==> src/design/rsp_defines.svh <==
`ifndef RSP_DEFINES_SVH
`define RSP_DEFINES_SVH

// Register offsets
`define RSP_ADDR_XTAL_CFG 8'h00
`define RSP_ADDR_BOOST 8'h05
`define RSP_ADDR_PWR 8'h06
`define RSP_ADDR_TUNE_CAP 8'h07
`define RSP_ADDR_SYNTH_DIV 8'h08
`define RSP_ADDR_WORD_HI 8'h0b
`define RSP_ADDR_WORD_MID 8'h0c
`define RSP_ADDR_WORD_LO 8'h0d
`define RSP_ADDR_STATUS 8'h0e

// Field positions
`define RSP_XDIV_MSB 5
`define RSP_XDIV_LSB 4
`define RSP_BOOST_BIT 0
`define RSP_PWR_MSB 2
`define RSP_CAP_MSB 4
`define RSP_LO_DIVIDER_SELECT_MSB 5
`define RSP_LO_DIVIDER_SELECT_LSB 4
`define RSP_FRAC_BIT 0

// Reset values
`define RSP_RST_XTAL_CFG 8'h10
`define RSP_RST_BOOST 8'h00
`define RSP_RST_PWR 8'h07
`define RSP_RST_TUNE_CAP 8'h00
`define RSP_RST_SYNTH_DIV 8'h01
`define RSP_RST_WORD 8'h00

// Crystal divide ratios, synthesizer ratio limits and driver count
`define RSP_DIV_CODE0 3'h4
`define RSP_DIV_CODE1 3'h5
`define RSP_DIV_CODE2 3'h6
`define RSP_N_MIN 8'h0b
`define RSP_N_MAX 8'h48
`define RSP_DRIVERS 8

`endif

==> src/design/rsp_pkg.sv <==
package rsp_pkg;
  typedef enum logic [1:0] {
    RSP_XDIV_4 = 2'b00,
    RSP_XDIV_5 = 2'b01,
    RSP_XDIV_6 = 2'b10,
    RSP_XDIV_BAD = 2'b11
  } rsp_xdiv_t;

  typedef enum logic [1:0] {
    RSP_LO_LOW_CURRENT = 2'b00,
    RSP_LO_LPN_860 = 2'b01,
    RSP_LO_LPN_425 = 2'b10,
    RSP_LO_LPN_286 = 2'b11
  } rsp_lo_mode_t;
endpackage

==> src/design/rsp_div_if.sv <==
`timescale 1ns/1ps
interface rsp_div_if;
  import rsp_pkg::*;
  rsp_xdiv_t sel;
  logic run;
  logic tick;
  logic clk_out;
  logic first_edge;
  modport ctrl (output sel, output run, input tick, input clk_out,
    input first_edge);
  modport div (input sel, input run, output tick, output clk_out,
    output first_edge);
endinterface

==> src/design/rsp_div.sv <==
`timescale 1ns/1ps
`include "rsp_defines.svh"
module rsp_div
  import rsp_pkg::*;
(
  input wire logic clk,
  input wire logic reset,
  rsp_div_if.div d
);
  logic [2:0] ratio;
  logic [2:0] cnt_reg;
  logic [2:0] cnt_next;
  logic wrap;
  logic clk_out_reg;
  logic seen_reg;

  ////////////////////////////////////////////////////////////////
  // Ratio decode; the unused code falls back to the slowest rate
  assign ratio = (d.sel == RSP_XDIV_4) ? `RSP_DIV_CODE0 :
                 (d.sel == RSP_XDIV_5) ? `RSP_DIV_CODE1 :
                 `RSP_DIV_CODE2;
  assign wrap = d.run && (cnt_reg >= ratio - 3'h1);
  assign cnt_next = wrap ? 3'h0 : cnt_reg + 3'h1;
  assign d.tick = wrap;
  assign d.clk_out = clk_out_reg;
  assign d.first_edge = wrap && !seen_reg;

  ////////////////////////////////////////////////////////////////
  // Counter held at zero while the oscillator is off
  always_ff @(posedge clk or posedge reset) begin
    if (reset) begin
      cnt_reg <= 3'h0;
    end else if (!d.run) begin
      cnt_reg <= 3'h0;
    end else begin
      cnt_reg <= cnt_next;
    end
  end

  // Output high for the first ceil(ratio/2) cycles of each period, rising on wrap
  always_ff @(posedge clk or posedge reset) begin
    if (reset) begin
      clk_out_reg <= 1'b0;
    end else begin
      // Widened by a bit so the doubled count cannot wrap to a small value
      clk_out_reg <= d.run && (({1'b0, cnt_next} << 1) < {1'b0, ratio});
    end
  end

  // Remembers the first rising edge since the oscillator started
  always_ff @(posedge clk or posedge reset) begin
    if (reset) begin
      seen_reg <= 1'b0;
    end else if (!d.run) begin
      seen_reg <= 1'b0;
    end else if (wrap) begin
      seen_reg <= 1'b1;
    end
  end
endmodule

==> src/design/rsp_top.sv <==
`timescale 1ns/1ps
`include "rsp_defines.svh"
// What this block does
// - Boost bit at 0x05 switches amplifier drive from 25% to 50% duty.
// - Five-bit field at 0x07 bits 4:0 selects output shunt capacitance.
// - Three-bit power level sets how many parallel drivers are active.
// - Divider yields a 3.2MHz time base; software picks the matching code.
// - Divider select codes 00, 01, 10 divide the crystal by 4, 5, 6.
// - Chip select low wakes the oscillator; first divider edge marks it.
// - Sixteen-bit fractional synthesizer with divide ratio from 11 to 72.
// - Carrier word spans 0x0b, 0x0c, 0x0d; software computes it.
// - LO divider select at 0x08 picks low-current or low-noise range.
// - Fractional enable cleared makes the synthesizer integer-N.
// - Fractional settings allow deviations from 1kHz to 100kHz.
module rsp_top
  import rsp_pkg::*;
(
  input wire logic clk,
  input wire logic reset,
  input wire logic chip_select_low_n,
  input wire logic reg_wr_en,
  input wire logic [7:0] reg_addr,
  input wire logic [7:0] reg_wr_data,
  output logic [7:0] reg_rd_data,
  output logic osc_enable,
  output logic time_base_tick,
  output logic time_base_clk,
  output logic drive_duty_boost,
  output logic [4:0] output_tuning_cap,
  output logic [7:0] driver_enable,
  output logic [7:0] synth_int_part,
  output logic [15:0] synth_frac_part,
  output logic fractional_mode_enable,
  output logic synth_ratio_valid,
  output rsp_lo_mode_t lo_divider_select,
  output logic [1:0] charge_pump_value,
  output logic [1:0] charge_pump_linearity
);
  logic [7:0] xtal_cfg_reg;
  logic [7:0] boost_reg;
  logic [7:0] pwr_reg;
  logic [7:0] cap_reg;
  logic [7:0] synth_div_reg;
  logic [7:0] word_hi_reg;
  logic [7:0] word_mid_reg;
  logic [7:0] word_lo_reg;
  logic [7:0] rd_next;
  logic cs_meta_reg;
  logic cs_sync_reg;
  logic osc_on_reg;
  logic osc_ready_reg;
  logic [23:0] carrier_frequency_word;
  logic [2:0] driver_power_level;
  logic sel_xtal;
  logic sel_boost;
  logic sel_pwr;
  logic sel_cap;
  logic sel_sdiv;
  logic sel_hi;
  logic sel_mid;
  logic sel_lo;
  logic sel_stat;

  rsp_div_if div_bus ();

  ////////////////////////////////////////////////////////////////
  // Address decode
  assign sel_xtal = reg_addr == `RSP_ADDR_XTAL_CFG;
  assign sel_boost = reg_addr == `RSP_ADDR_BOOST;
  assign sel_pwr = reg_addr == `RSP_ADDR_PWR;
  assign sel_cap = reg_addr == `RSP_ADDR_TUNE_CAP;
  assign sel_sdiv = reg_addr == `RSP_ADDR_SYNTH_DIV;
  assign sel_hi = reg_addr == `RSP_ADDR_WORD_HI;
  assign sel_mid = reg_addr == `RSP_ADDR_WORD_MID;
  assign sel_lo = reg_addr == `RSP_ADDR_WORD_LO;
  assign sel_stat = reg_addr == `RSP_ADDR_STATUS;

  ////////////////////////////////////////////////////////////////
  // Configuration registers; only a write changes them
  always_ff @(posedge clk or posedge reset) begin
    if (reset) begin
      xtal_cfg_reg <= `RSP_RST_XTAL_CFG;
      boost_reg <= `RSP_RST_BOOST;
      pwr_reg <= `RSP_RST_PWR;
      cap_reg <= `RSP_RST_TUNE_CAP;
      synth_div_reg <= `RSP_RST_SYNTH_DIV;
    end else if (reg_wr_en) begin
      if (sel_xtal) xtal_cfg_reg <= reg_wr_data;
      if (sel_boost) boost_reg <= reg_wr_data;
      if (sel_pwr) pwr_reg <= reg_wr_data;
      if (sel_cap) cap_reg <= reg_wr_data;
      if (sel_sdiv) synth_div_reg <= reg_wr_data;
    end
  end

  // Carrier word bytes, kept apart so a byte write leaves the rest
  always_ff @(posedge clk or posedge reset) begin
    if (reset) begin
      word_hi_reg <= `RSP_RST_WORD;
      word_mid_reg <= `RSP_RST_WORD;
      word_lo_reg <= `RSP_RST_WORD;
    end else if (reg_wr_en) begin
      if (sel_hi) word_hi_reg <= reg_wr_data;
      if (sel_mid) word_mid_reg <= reg_wr_data;
      if (sel_lo) word_lo_reg <= reg_wr_data;
    end
  end

  ////////////////////////////////////////////////////////////////
  // Read mux; status shows oscillator state, unmapped reads zero
  assign rd_next = sel_xtal ? xtal_cfg_reg :
                   sel_boost ? boost_reg :
                   sel_pwr ? pwr_reg :
                   sel_cap ? cap_reg :
                   sel_sdiv ? synth_div_reg :
                   sel_hi ? word_hi_reg :
                   sel_mid ? word_mid_reg :
                   sel_lo ? word_lo_reg :
                   sel_stat ? {6'h00, osc_ready_reg, osc_on_reg} :
                   8'h00;

  always_ff @(posedge clk or posedge reset) begin
    if (reset) begin
      reg_rd_data <= 8'h00;
    end else begin
      reg_rd_data <= rd_next;
    end
  end

  ////////////////////////////////////////////////////////////////
  // Chip select is a pin: two flops before any logic sees it
  always_ff @(posedge clk or posedge reset) begin
    if (reset) begin
      cs_meta_reg <= 1'b1;
      cs_sync_reg <= 1'b1;
    end else begin
      cs_meta_reg <= chip_select_low_n;
      cs_sync_reg <= cs_meta_reg;
    end
  end

  // Oscillator stays on once woken; only reset turns it off
  always_ff @(posedge clk or posedge reset) begin
    if (reset) begin
      osc_on_reg <= 1'b0;
      osc_ready_reg <= 1'b0;
    end else begin
      if (!cs_sync_reg) osc_on_reg <= 1'b1;
      if (div_bus.first_edge) osc_ready_reg <= 1'b1;
    end
  end

  ////////////////////////////////////////////////////////////////
  // Crystal divider
  assign div_bus.sel =
    rsp_xdiv_t'(xtal_cfg_reg[`RSP_XDIV_MSB:`RSP_XDIV_LSB]);
  assign div_bus.run = osc_on_reg;

  rsp_div u_div (
    .clk(clk),
    .reset(reset),
    .d(div_bus)
  );

  assign osc_enable = osc_on_reg;
  assign time_base_tick = div_bus.tick;
  assign time_base_clk = div_bus.clk_out;

  ////////////////////////////////////////////////////////////////
  // Amplifier controls straight from held register bits
  assign drive_duty_boost = boost_reg[`RSP_BOOST_BIT];
  assign output_tuning_cap = cap_reg[`RSP_CAP_MSB:0];
  assign driver_power_level = pwr_reg[`RSP_PWR_MSB:0];

  // One enable per driver: level code k turns on drivers 0..k
  genvar gi;
  generate
    for (gi = 0; gi < `RSP_DRIVERS; gi++) begin : g_drv
      assign driver_enable[gi] = driver_power_level >= 3'(gi);
    end
  endgenerate

  ////////////////////////////////////////////////////////////////
  // Synthesizer controls
  assign carrier_frequency_word = {word_hi_reg, word_mid_reg, word_lo_reg};
  assign fractional_mode_enable = synth_div_reg[`RSP_FRAC_BIT];
  assign synth_int_part = carrier_frequency_word[23:16];
  // Integer mode masks the fraction so the modulator sees zero
  assign synth_frac_part = fractional_mode_enable ?
    carrier_frequency_word[15:0] : 16'h0000;
  assign synth_ratio_valid = (synth_int_part >= `RSP_N_MIN) &&
    (synth_int_part <= `RSP_N_MAX);
  assign lo_divider_select =
    rsp_lo_mode_t'(synth_div_reg[`RSP_LO_DIVIDER_SELECT_MSB:`RSP_LO_DIVIDER_SELECT_LSB]);
  // Charge pump fields pass through; defaults come from reset
  assign charge_pump_value = synth_div_reg[7:6];
  assign charge_pump_linearity = synth_div_reg[3:2];
endmodule

==> config.mk <==
export PLATFORM = sky130hd
export DESIGN_NAME = rsp_top
export DESIGN_NICKNAME = d
export VERILOG_FILES = /design/src/design/rsp_pkg.sv /design/src/design/rsp_div_if.sv /design/src/design/rsp_div.sv /design/src/design/rsp_top.sv
export VERILOG_INCLUDE_DIRS = /design/src /design/src/design
export SDC_FILE = /design/constraint.sdc
export NUM_CORES = 1
export LEC_CHECK = 0
export BUFFER_PORTS_ARGS = -buffer_cell sky130_fd_sc_hd__buf_2
export CAP_MARGIN = 30
export CORE_UTILIZATION = 50
export DETAILED_ROUTE_END_ITERATION = 10
export MAX_ROUTING_LAYER = met4
export PLACE_DENSITY = 0.74
export SLEW_MARGIN = 0
export SYNTH_ARGS = -nofsm -noshare
export SYNTH_HDL_FRONTEND = slang
export SYNTH_SLANG_ARGS = --single-unit
==> constraint.sdc <==
create_clock -name clk -period 2.7 [get_ports clk]
set_clock_uncertainty 0.05 [all_clocks]
set_input_delay 0.135 -clock clk [delete_from_list [all_inputs] [get_ports clk]]
set_output_delay 0.135 -clock clk [all_outputs]
set_load 0.005 [all_outputs]
==> flow_summary.toml, run 1 <==
[run_status]
outcome = "completed"

[floorplan]
fp.coreArea_um2 = 7848
rows = 32
die-area_um2 = 8610
initial_utilization = 0.5252
boundaryPins = 77
die_h_um = 92.79
dieWidth_um = 92.79

[setup_path]
endpoint = "u_div.d.clk_out$_DFF_PP0_"
worst_setup_path_end_kind = "register"
path_class = "register to register"
cp_data_required_time_ps = 2940
r2r_cells = 11
arrival_ps = 2660
start_kind = "register"
timing.rr.end = "u_div.d.clk_out$_DFF_PP0_"
cp-startpoint = "xtal_cfg_reg[4]$_DFFE_PP1P_"
rr_startpoint = "xtal_cfg_reg[4]$_DFFE_PP1P_"
path_max_fanout = 4
reg2reg_slack_ps = 280

[logic_synthesis]
synth_area_um2 = 4121
syn-instance-count = 364
yosysWarnings = 0
synth-edff-count = 0
ys.flop_type = "dfrtp_1"
yosysSeqAreaShare = 0.4939
postSynthAreaPerCell_um2 = 11.32
syn_nets = 389
ys_async_sr_fraction = 1.000
ys_ff_latch = 81
ys_types = 49

[route]
drt_iter0_drc = 180
drt_wl_total_um = 10020
vias = 3132
drt-pass1-iter-count = 5
avgRoutedWirePerCell_um = 18.66
drc = 0
drtAntennaViolNets = 0
routed_via_density = 5.832

[sta]
setup_viol = 0
maxSlewHeadroom = 0.6219
hold_viol_final = 0
worst_slack_ps = 282.3
drv_slew = 0
final.setup.tns_ps = 0
fin_crit_ps = 2418
max_slew.worst_pin.slew_ps = 566.5
rsz0062_at_grt = "no"
fmax_mhz = 413.6
post-route-period-util = 0.8954

[power]
irDropWorstVdd_mv = 0.2976
p_leak_uw = 0.002442
p_per_area_nw_per_um2 = 561.1

[global_routing]
grt_max_degree = 33
grt_pass1_vias = 3008
gr-total-overflow = 0
grt_pass1_wl_um = 15820
antenna_found_initial = 0
grtUsageTotal = 0.2535

[finish]
layout.cells.non_filler = 537
final_util = 0.6040
area_delta_synth_final_pct = 15.00
multi_input_area_um2 = 1908
fillers = 690
final_common_cell = "buf_2"
final_nets = 455
layout_common_cells = "75 x buf_2, 74 x dfrtp_1, 68 x mux2_2"
regArea_um2 = 2036
final_area_um2 = 4740
drive_above_1_share = 0.4207
n_antenna_cell = 0

[hold_path]
hp-class = "input pin to register"

[placement]
gp_congestion = 0.9164
place_ws_ps = 254.9
dp.final_hpwl_um = 7196
place_area_um2 = 4521
place_inst = 519
portBuffers = 75

[clock_tree]
cts_tree = "built"
cts_root_buffer = "clkbuf_8"
h-tree-depth = 3
cts_buffers = 9
cts.path.max_buffers = 2
clk_latency_ps = 360
clkTransAtPathRegs_ps = 80
clock-sinks = 81

[run]
cap_violations = 0
-- final cells by class --
class / count / area share
Sequential cell: 81 / 0.4295
Multi-Input combinational cell: 249 / 0.4026
Timing Repair Buffer: 82 / 0.09398
Tap cell: 102 / 0.02693
Clock buffer: 9 / 0.02614
Clock inverter: 7 / 0.01505
Inverter: 7 / 0.005808
-- power by group --
part | internal (µW) | switching, µW
registers | 1290 | 64.2
logic | 187 | 246
clock network | 424 | 444
-- synth_stat cells (2+ instances only) --
| master | number | area (µm²) |
|---|---|---|
| nand4_2 | 2 | 25.02 |
| o221ai_1 | 2 | 17.52 |
| a21o_1 | 5 | 37.54 |
| nand4_1 | 2 | 12.51 |
| a21boi_0 | 2 | 15.01 |
| and2_1 | 23 | 143.9 |
| a32o_1 | 2 | 20.02 |
| a22o_1 | 6 | 52.55 |
| o21ai_0 | 9 | 45.04 |
| ha_1 | 5 | 62.56 |
| nor2_1 | 19 | 71.32 |
| mux2_2 | 68 | 765.7 |
| nor2b_1 | 4 | 25.02 |
| a21oi_1 | 28 | 140.1 |
| buf_2 | 7 | 35.03 |
| or3_1 | 3 | 18.77 |
| dfstp_2 | 7 | 183.9 |
| buf_4 | 12 | 90.09 |
| nand3_1 | 3 | 15.01 |
| or2_2 | 2 | 12.51 |
| mux2i_1 | 2 | 20.02 |
| nand3b_1 | 5 | 37.54 |
| a31oi_1 | 2 | 12.51 |
| nand2_1 | 19 | 71.32 |
| o32a_1 | 2 | 20.02 |
| a221oi_1 | 2 | 17.52 |
| dfrtp_1 | 74 | 1852 |
| o22ai_1 | 10 | 62.56 |
| inv_1 | 7 | 26.28 |
| nand2b_1 | 4 | 25.02 |
| clkbuf_1 | 7 | 26.28 |
| o211ai_1 | 2 | 15.01 |
-- metal layers --
| layer | vias up | GRT usage | part of all wire |
|---|---|---|---|
| li1 | 1438 | - | - |
| met5 | - | - | 0 |
| met4 | 0 | 0.09103 | 0.019 |
| met3 | 18 | 0.06158 | 0.067 |
| met1 | 1536 | 0.3385 | 0.45 |
| met2 | 140 | 0.3775 | 0.47 |
-- worst min path at each step --
stage / startpoint / end / slack (ps) / cells after the start
2_1_floorplan: chip_select_low_n / cs_meta_reg$_DFF_PP1_ / 90 / 0
3_3_place_gp: chip_select_low_n / cs_meta_reg$_DFF_PP1_ / 190 / 1
3_5_place_dp: reset / boost_reg[0]$_DFFE_PP0P_ / 150 / 2
4_1_cts: reg_wr_data[1] / xtal_cfg_reg[1]$_DFFE_PP0P_ / 90 / 2
5_1_grt: reg_wr_data[1] / synth_int_part[1]$_DFFE_PP0P_ / 90 / 2
6_report: reg_wr_data[1] / xtal_cfg_reg[1]$_DFFE_PP0P_ / 100 / 2
-- critical path, cell delays in order, from the launching register on --
cell and delay, ps:
dfstp_2 560, nand2_1 80, ha_1 270, nand2b_1 140, a21o_1 200, a21oi_2 230, nor2b_1 110, nor2_1 100
ha_1 240, a21oi_1 120, o21ai_0 90, a21boi_0 170
-- timing repair --
item                       in CTS  in global routing
setup buffers                   0                  0
hold endpoints to repair       26                  0
hold buffers                    2                  0
setup endpoints to repair       0                  1
gates resized for setup         0                  1
-- through the flow --
stage / power, µW / hold slack (ps)
5_1_grt: 2802 / 91.53
2_1_floorplan: 1645 / 89.48
6_report: 2660 / 102.6
3_3_place_gp: 1768 / 191.7
4_1_cts: 2664 / 86.87
3_5_place_dp: 1797 / 150.9
-- kinds of logic after synthesis --
logic type,share of synthesized area
adders and majority gates,0.01518
AOI/OAI and AO/OA,0.1202
and+or+nand+nor,0.1330
buffers and inverters,0.04402
DFF,0.4939
xor gates and xnor gates,0.002125
muxes,0.1906
other,0.0009099
(Power assumes the default switching activity.)
==> run 2: changes to the inputs <==
--- a/config.mk
+++ b/config.mk
@@ -11,7 +11,7 @@
 export CORE_UTILIZATION = 50
 export DETAILED_ROUTE_END_ITERATION = 10
 export MAX_ROUTING_LAYER = met4
-export PLACE_DENSITY = 0.74
+export PLACE_DENSITY = 0.7
 export SLEW_MARGIN = 0
 export SYNTH_ARGS = -nofsm -noshare
 export SYNTH_HDL_FRONTEND = slang
==> constraint.sdc (replaced) <==
create_clock -name clk -period 3 [get_ports clk]
set_clock_uncertainty 0.05 [all_clocks]
set_input_delay 0.15 -clock clk [delete_from_list [all_inputs] [get_ports clk]]
set_output_delay 0.15 -clock clk [all_outputs]
set_load 0.005 [all_outputs]
==> run 2 against run 1 <==
Cell area fell by 0.18%. Worst setup slack improved by 120 ps. Sequential power fell by 10%. Count of clock-buffer cells in the layout rose by 3. Fmax fell by 7.1%. First-iteration DRC count rose by 21%. Power fell by 7.3%. Wire length rose by 0.73%. Sequential share of layout area rose by 0.080 points. Critical path type unchanged. Largest power group unchanged.
==> flow_summary.toml, run 2 (synthesis gave the netlist of run 1 again) <==
[clock_tree]
cts_tree = "built"
cts_root_buffer = "clkbuf_8"
cts.path.max_buffers = 2
cts_buffers = 9
clkTransAtPathRegs_ps = 80
cts_resized = 0
h-tree-depth = 3
clk_latency_ps = 350
clock-sinks = 81

[global_routing]
grt_pass1_vias = 3031
grt_max_degree = 31
gr-total-overflow = 0
grt_pass1_wl_um = 16260
grtUsageTotal = 0.2575
antenna_found_initial = 0

[power]
finalPower_uw = 2465
p_per_area_nw_per_um2 = 521.0
p_leak_uw = 0.002447
irDropWorstVdd_mv = 0.2707

[finish]
n_antenna_cell = 0
layout_common_cells = "75 x buf_2, 74 x dfrtp_1, 68 x mux2_2"
area_delta_synth_final_pct = 14.78
final_area_um2 = 4731
final_common_cell = "buf_2"
final_nets = 454
drive_above_1_share = 0.4111

[hold_path]
hp-class = "input pin to register"
hold_depth = 2

[sta]
drv_slew = 0
max_slew.worst_pin.slew_ps = 529.2
maxSlewHeadroom = 0.6468
setup_viol = 0
fin_crit_ps = 2602
post-route-period-util = 0.8673
hold_viol_final = 0
final.setup.tns_ps = 0
worst_slack_ps = 398.2
fmax_mhz = 384.4
rsz0062_at_grt = "no"
holdWs_ps = 132.7

[route]
avgRoutedWirePerCell_um = 18.87
drt-pass1-iter-count = 4
vias = 3117
drc = 0
drt_iter0_drc = 218
routed_via_density = 5.826
drt_wl_total_um = 10100
drtAntennaViolNets = 0

[placement]
place_ws_ps = 399.8
portBuffers = 75
gp_congestion = 0.9289
place_area_um2 = 4501
dp.final_hpwl_um = 7257

[floorplan]
die-area_um2 = 8610
rows = 32
initial_utilization = 0.5252
die_h_um = 92.79
dieWidth_um = 92.79
boundaryPins = 77
fp.coreArea_um2 = 7848

[setup_path]
start_kind = "register"
path_class = "register to register"
r2r_cells = 11
path_max_fanout = 4
reg2reg_slack_ps = 400
worst_setup_path_end_kind = "register"
cp_data_required_time_ps = 3210
arrival_ps = 2810

[run_status]
outcome = "completed"

[run]
cap_violations = 0
==> run 2: power breakdown <==
| part | internal, µW | leakage [µW] | switching [µW] |
|---|---|---|---|
| Clock | 487 | 0.000106 | 377 |
| Sequential | 1170 | 0.00107 | 53.7 |
| Combinational | 161 | 0.00127 | 221 |
| Total | 1810 | 0.00245 | 652 |
==> run 2: worst paths after layout <==
path | startpoint | to
max | xtal_cfg_reg[4]$_DFFE_PP1P_ | u_div.d.clk_out$_DFF_PP0_
min | reg_wr_data[0] | word_mid_reg[0]$_DFFE_PP0P_
max reg2reg | xtal_cfg_reg[4]$_DFFE_PP1P_ | u_div.d.clk_out$_DFF_PP0_
min reg2reg | cs_meta_reg$_DFF_PP1_ | cs_sync_reg$_DFF_PP1_
max in group asynchronous | reset | synth_div_reg[0]$_DFFE_PP1P_
min in group asynchronous | reset | osc_ready_reg$_DFFE_PP0P_
==> run 2: repair_timing <==
item                                   CTS  global route
hold buffers                             2             0
setup buffers                            0             0
endpoints found under the hold margin   18             0
setup endpoints to repair                0             0
==> run 2: layout make-up <==
class                      count  area [µm²]
inverter                       7       27.53
multi-input combinational    249        1904
clock buffer                  12       145.1
sequential                    81        2036
clock inverter                 3       65.06
timing repair buffer          81       425.4
tap                          102       127.6
fill                         697        3117
==> run 2: worst max-delay path: stages (launching register included) <==
cell	delay, ps
dfstp_2	560
nand2_1	90
ha_1	270
nand2b_1	150
a21o_1	180
a21oi_1	270
nor2b_1	130
nor2_1	130
ha_1	250
a21oi_1	120
o21ai_0	90
a21boi_0	220
==> run 2: per-stage QoR <==
stage | std cells | utilization
3_5_place_dp | 518 | 0.5735
2_1_floorplan | 364 | -
4_1_cts | 535 | 0.6028
6_report | 535 | 0.6028
3_3_place_gp | 518 | 0.5735
5_1_grt | 535 | 0.6028
==> run 2: routing by layer <==
layer  up-vias  GRT usage  part of all wire
met2       119     0.3781              0.46
met3        15    0.04023             0.053
met5         -          -                 0
met1      1549     0.3681              0.47
li1       1434          -                 -
met4         0    0.08077             0.016
==> run 3: changes to the inputs <==
--- a/config.mk
+++ b/config.mk
@@ -16,3 +16,4 @@
 export SYNTH_ARGS = -nofsm -noshare
 export SYNTH_HDL_FRONTEND = slang
 export SYNTH_SLANG_ARGS = --single-unit
+export TNS_END_PERCENT = 1
==> constraint.sdc (replaced) <==
create_clock -name clk -period 3.21 [get_ports clk]
set_clock_uncertainty 0.05 [all_clocks]
set_input_delay 0.1605 -clock clk [delete_from_list [all_inputs] [get_ports clk]]
set_output_delay 0.1605 -clock clk [all_outputs]
set_load 0.005 [all_outputs]
==> run 3 against run 2 <==
Worst hold slack improved by 10 ps. Critical path depth stayed put. Die area unchanged. Count of clock-buffer cells in the layout grew 3. Sequential cell count unchanged. Clock power down 29%. Power fell by 15%. Largest power group unchanged.
==> flow_summary.toml, run 3 (synthesis gave the netlist of run 1 again) <==
[run]
cap_violations = 0

[setup_path]
worst_setup_path_end_kind = "register"
cp-startpoint = "xtal_cfg_reg[4]$_DFFE_PP1P_"
endpoint = "u_div.d.clk_out$_DFF_PP0_"
slowest_stage = "dfstp_2"
reg2reg_slack_ps = 740
arrival_ps = 2690
rr_startpoint = "xtal_cfg_reg[4]$_DFFE_PP1P_"
crit_chain = "nand2_1 > ha_1 > nand2b_1 > a21o_1 > a21oi_1 > nor2b_1 > nor2_1 > ha_1 > a21oi_1 > o21ai_0 > a21boi_0"
path_class = "register to register"
start_kind = "register"
cp.depth = 11
slowest_delay_ps = 560
worst-path-buf-inv = 0
r2r_cells = 11
cp_data_required_time_ps = 3420
path_max_fanout = 4
timing.rr.end = "u_div.d.clk_out$_DFF_PP0_"
critPathTopFamily = "compound AO/OA/AOI/OAI gates"

[global_routing]
grt_pass1_wl_um = 15890
grtUsageTotal = 0.2491
gr-total-overflow = 0
grt_pass1_vias = 3001
grt_max_degree = 54
antenna_found_initial = 0

[floorplan]
initial_utilization = 0.5252
rows = 32
dieWidth_um = 92.79
die-area_um2 = 8610
fp.coreArea_um2 = 7848
boundaryPins = 77
die_h_um = 92.79

[sta]
drv_slew = 0
rsz0062_at_grt = "no"
maxSlewHeadroom = 0.3927
final.setup.tns_ps = 0
post-route-period-util = 0.7705
max_slew.worst_pin.slew_ps = 909.9
hold_viol_final = 0
fmax_mhz = 404.3
setup_viol = 0
fin_crit_ps = 2473

[route]
routed_via_density = 5.751
drt_iter0_drc = 199
vias = 3077
drt-pass1-iter-count = 4
drt_wl_total_um = 9779
drtAntennaViolNets = 0
avgRoutedWirePerCell_um = 18.28
drc = 0

[power]
irDropWorstVdd_mv = 0.2562
p_seq_frac = 0.543
p_per_area_nw_per_um2 = 450.9
clock_power_share = 0.294
switchingPower_uw = 582.7
p_leak_uw = 0.002412
power_switching_share = 0.2771
pwr-share-comb = 0.164
p_int_uw = 1520

[clock_tree]
clk_latency_ps = 340
cts_root_buffer = "clkbuf_8"
cts_tree = "built"
cts.path.max_buffers = 2
h-tree-depth = 3
clock-sinks = 81
cts_buffers = 9
clkTransAtPathRegs_ps = 70
cts_resized = 0

[placement]
gp_congestion = 0.9425
portBuffers = 75
dp.final_hpwl_um = 7144
place_area_um2 = 4493

[finish]
layout_common_cells = "75 x buf_2, 74 x dfrtp_1, 68 x mux2_2"
n_antenna_cell = 0
fillers = 675
final_common_cell = "buf_2"
final_nets = 453
final_area_um2 = 4664
multi_input_area_um2 = 1904
area_delta_synth_final_pct = 13.18
drive_above_1_share = 0.4018
regArea_um2 = 2036

[run_status]
outcome = "completed"

[hold_path]
hp-class = "input pin to register"
-- run 3: cell types whose count changed in the layout (fill, tap and decap cells not counted) --
| cell | before | now |
|---|---|---|
| buf_4 | 4 | 3 |
| bufinv_16 | 2 | 0 |
| clkbuf_1 | 2 | 6 |
| clkbuf_8 | 10 | 9 |
-- run 3: worst min-delay path by stage --
| stage | slack (ps) | start | cells past startpoint | end |
|---|---|---|---|---|
| global placement | 220 | chip_select_low_n | 1 | cs_meta_reg$_DFF_PP1_ |
| floorplan | 110 | chip_select_low_n | 0 | cs_meta_reg$_DFF_PP1_ |
| finish | 140 | reg_wr_data[7] | 2 | synth_int_part[7]$_DFFE_PP0P_ |
| detailed placement | 220 | chip_select_low_n | 1 | cs_meta_reg$_DFF_PP1_ |
| CTS | 130 | reg_wr_data[7] | 2 | cap_reg[7]$_DFFE_PP0P_ |
| global route | 150 | reg_wr_data[6] | 2 | synth_int_part[6]$_DFFE_PP0P_ |
-- run 3: cell type report --
class | instances | area share
flip-flops and latches | 81 | 0.4364
multi-input cells | 249 | 0.4083
repair buffers | 80 | 0.08959
clock buffers | 15 | 0.03138
well taps | 102 | 0.02736
inverters | 7 | 0.005901
clock inverters | 1 | 0.001073
-- run 3: power by group through the flow --
stage	registers [µW]	logic, µW	clock network [µW]
finish	1140	345	617
global route	1150	390	689
CTS	1140	348	633
detailed placement	1160	345	0
global placement	1160	332	0
floorplan	1140	240	0
-- run 3: stage by stage --
stage,hold slack [ps],utilization,total power (µW),cells,worst slack [ps]
after global placement,217.4,0.5725,1488,517,883.4
after CTS,134.5,0.5944,2122,535,738.9
after floorplan,115.0,-,1384,364,931.0
final,143.2,0.5944,2103,535,736.8
after detailed placement,219.2,0.5725,1506,517,766.8
after global routing,149.7,0.5944,2229,535,495.9
-- run 3: layer usage --
layer,global-route usage,up-vias,share of wire
li1,-,1433,-
met1,0.3467,1507,0.45
met2,0.3676,118,0.46
met3,0.04516,19,0.067
met4,0.08590,0,0.021
met5,-,-,0
-- run 3: what timing repair did --
action / in CTS / in global routing
hold buffers: 2 / 0
endpoints found under the setup margin: 0 / 0
buffers inserted: 0 / 0
endpoints found under the hold margin: 45 / 0
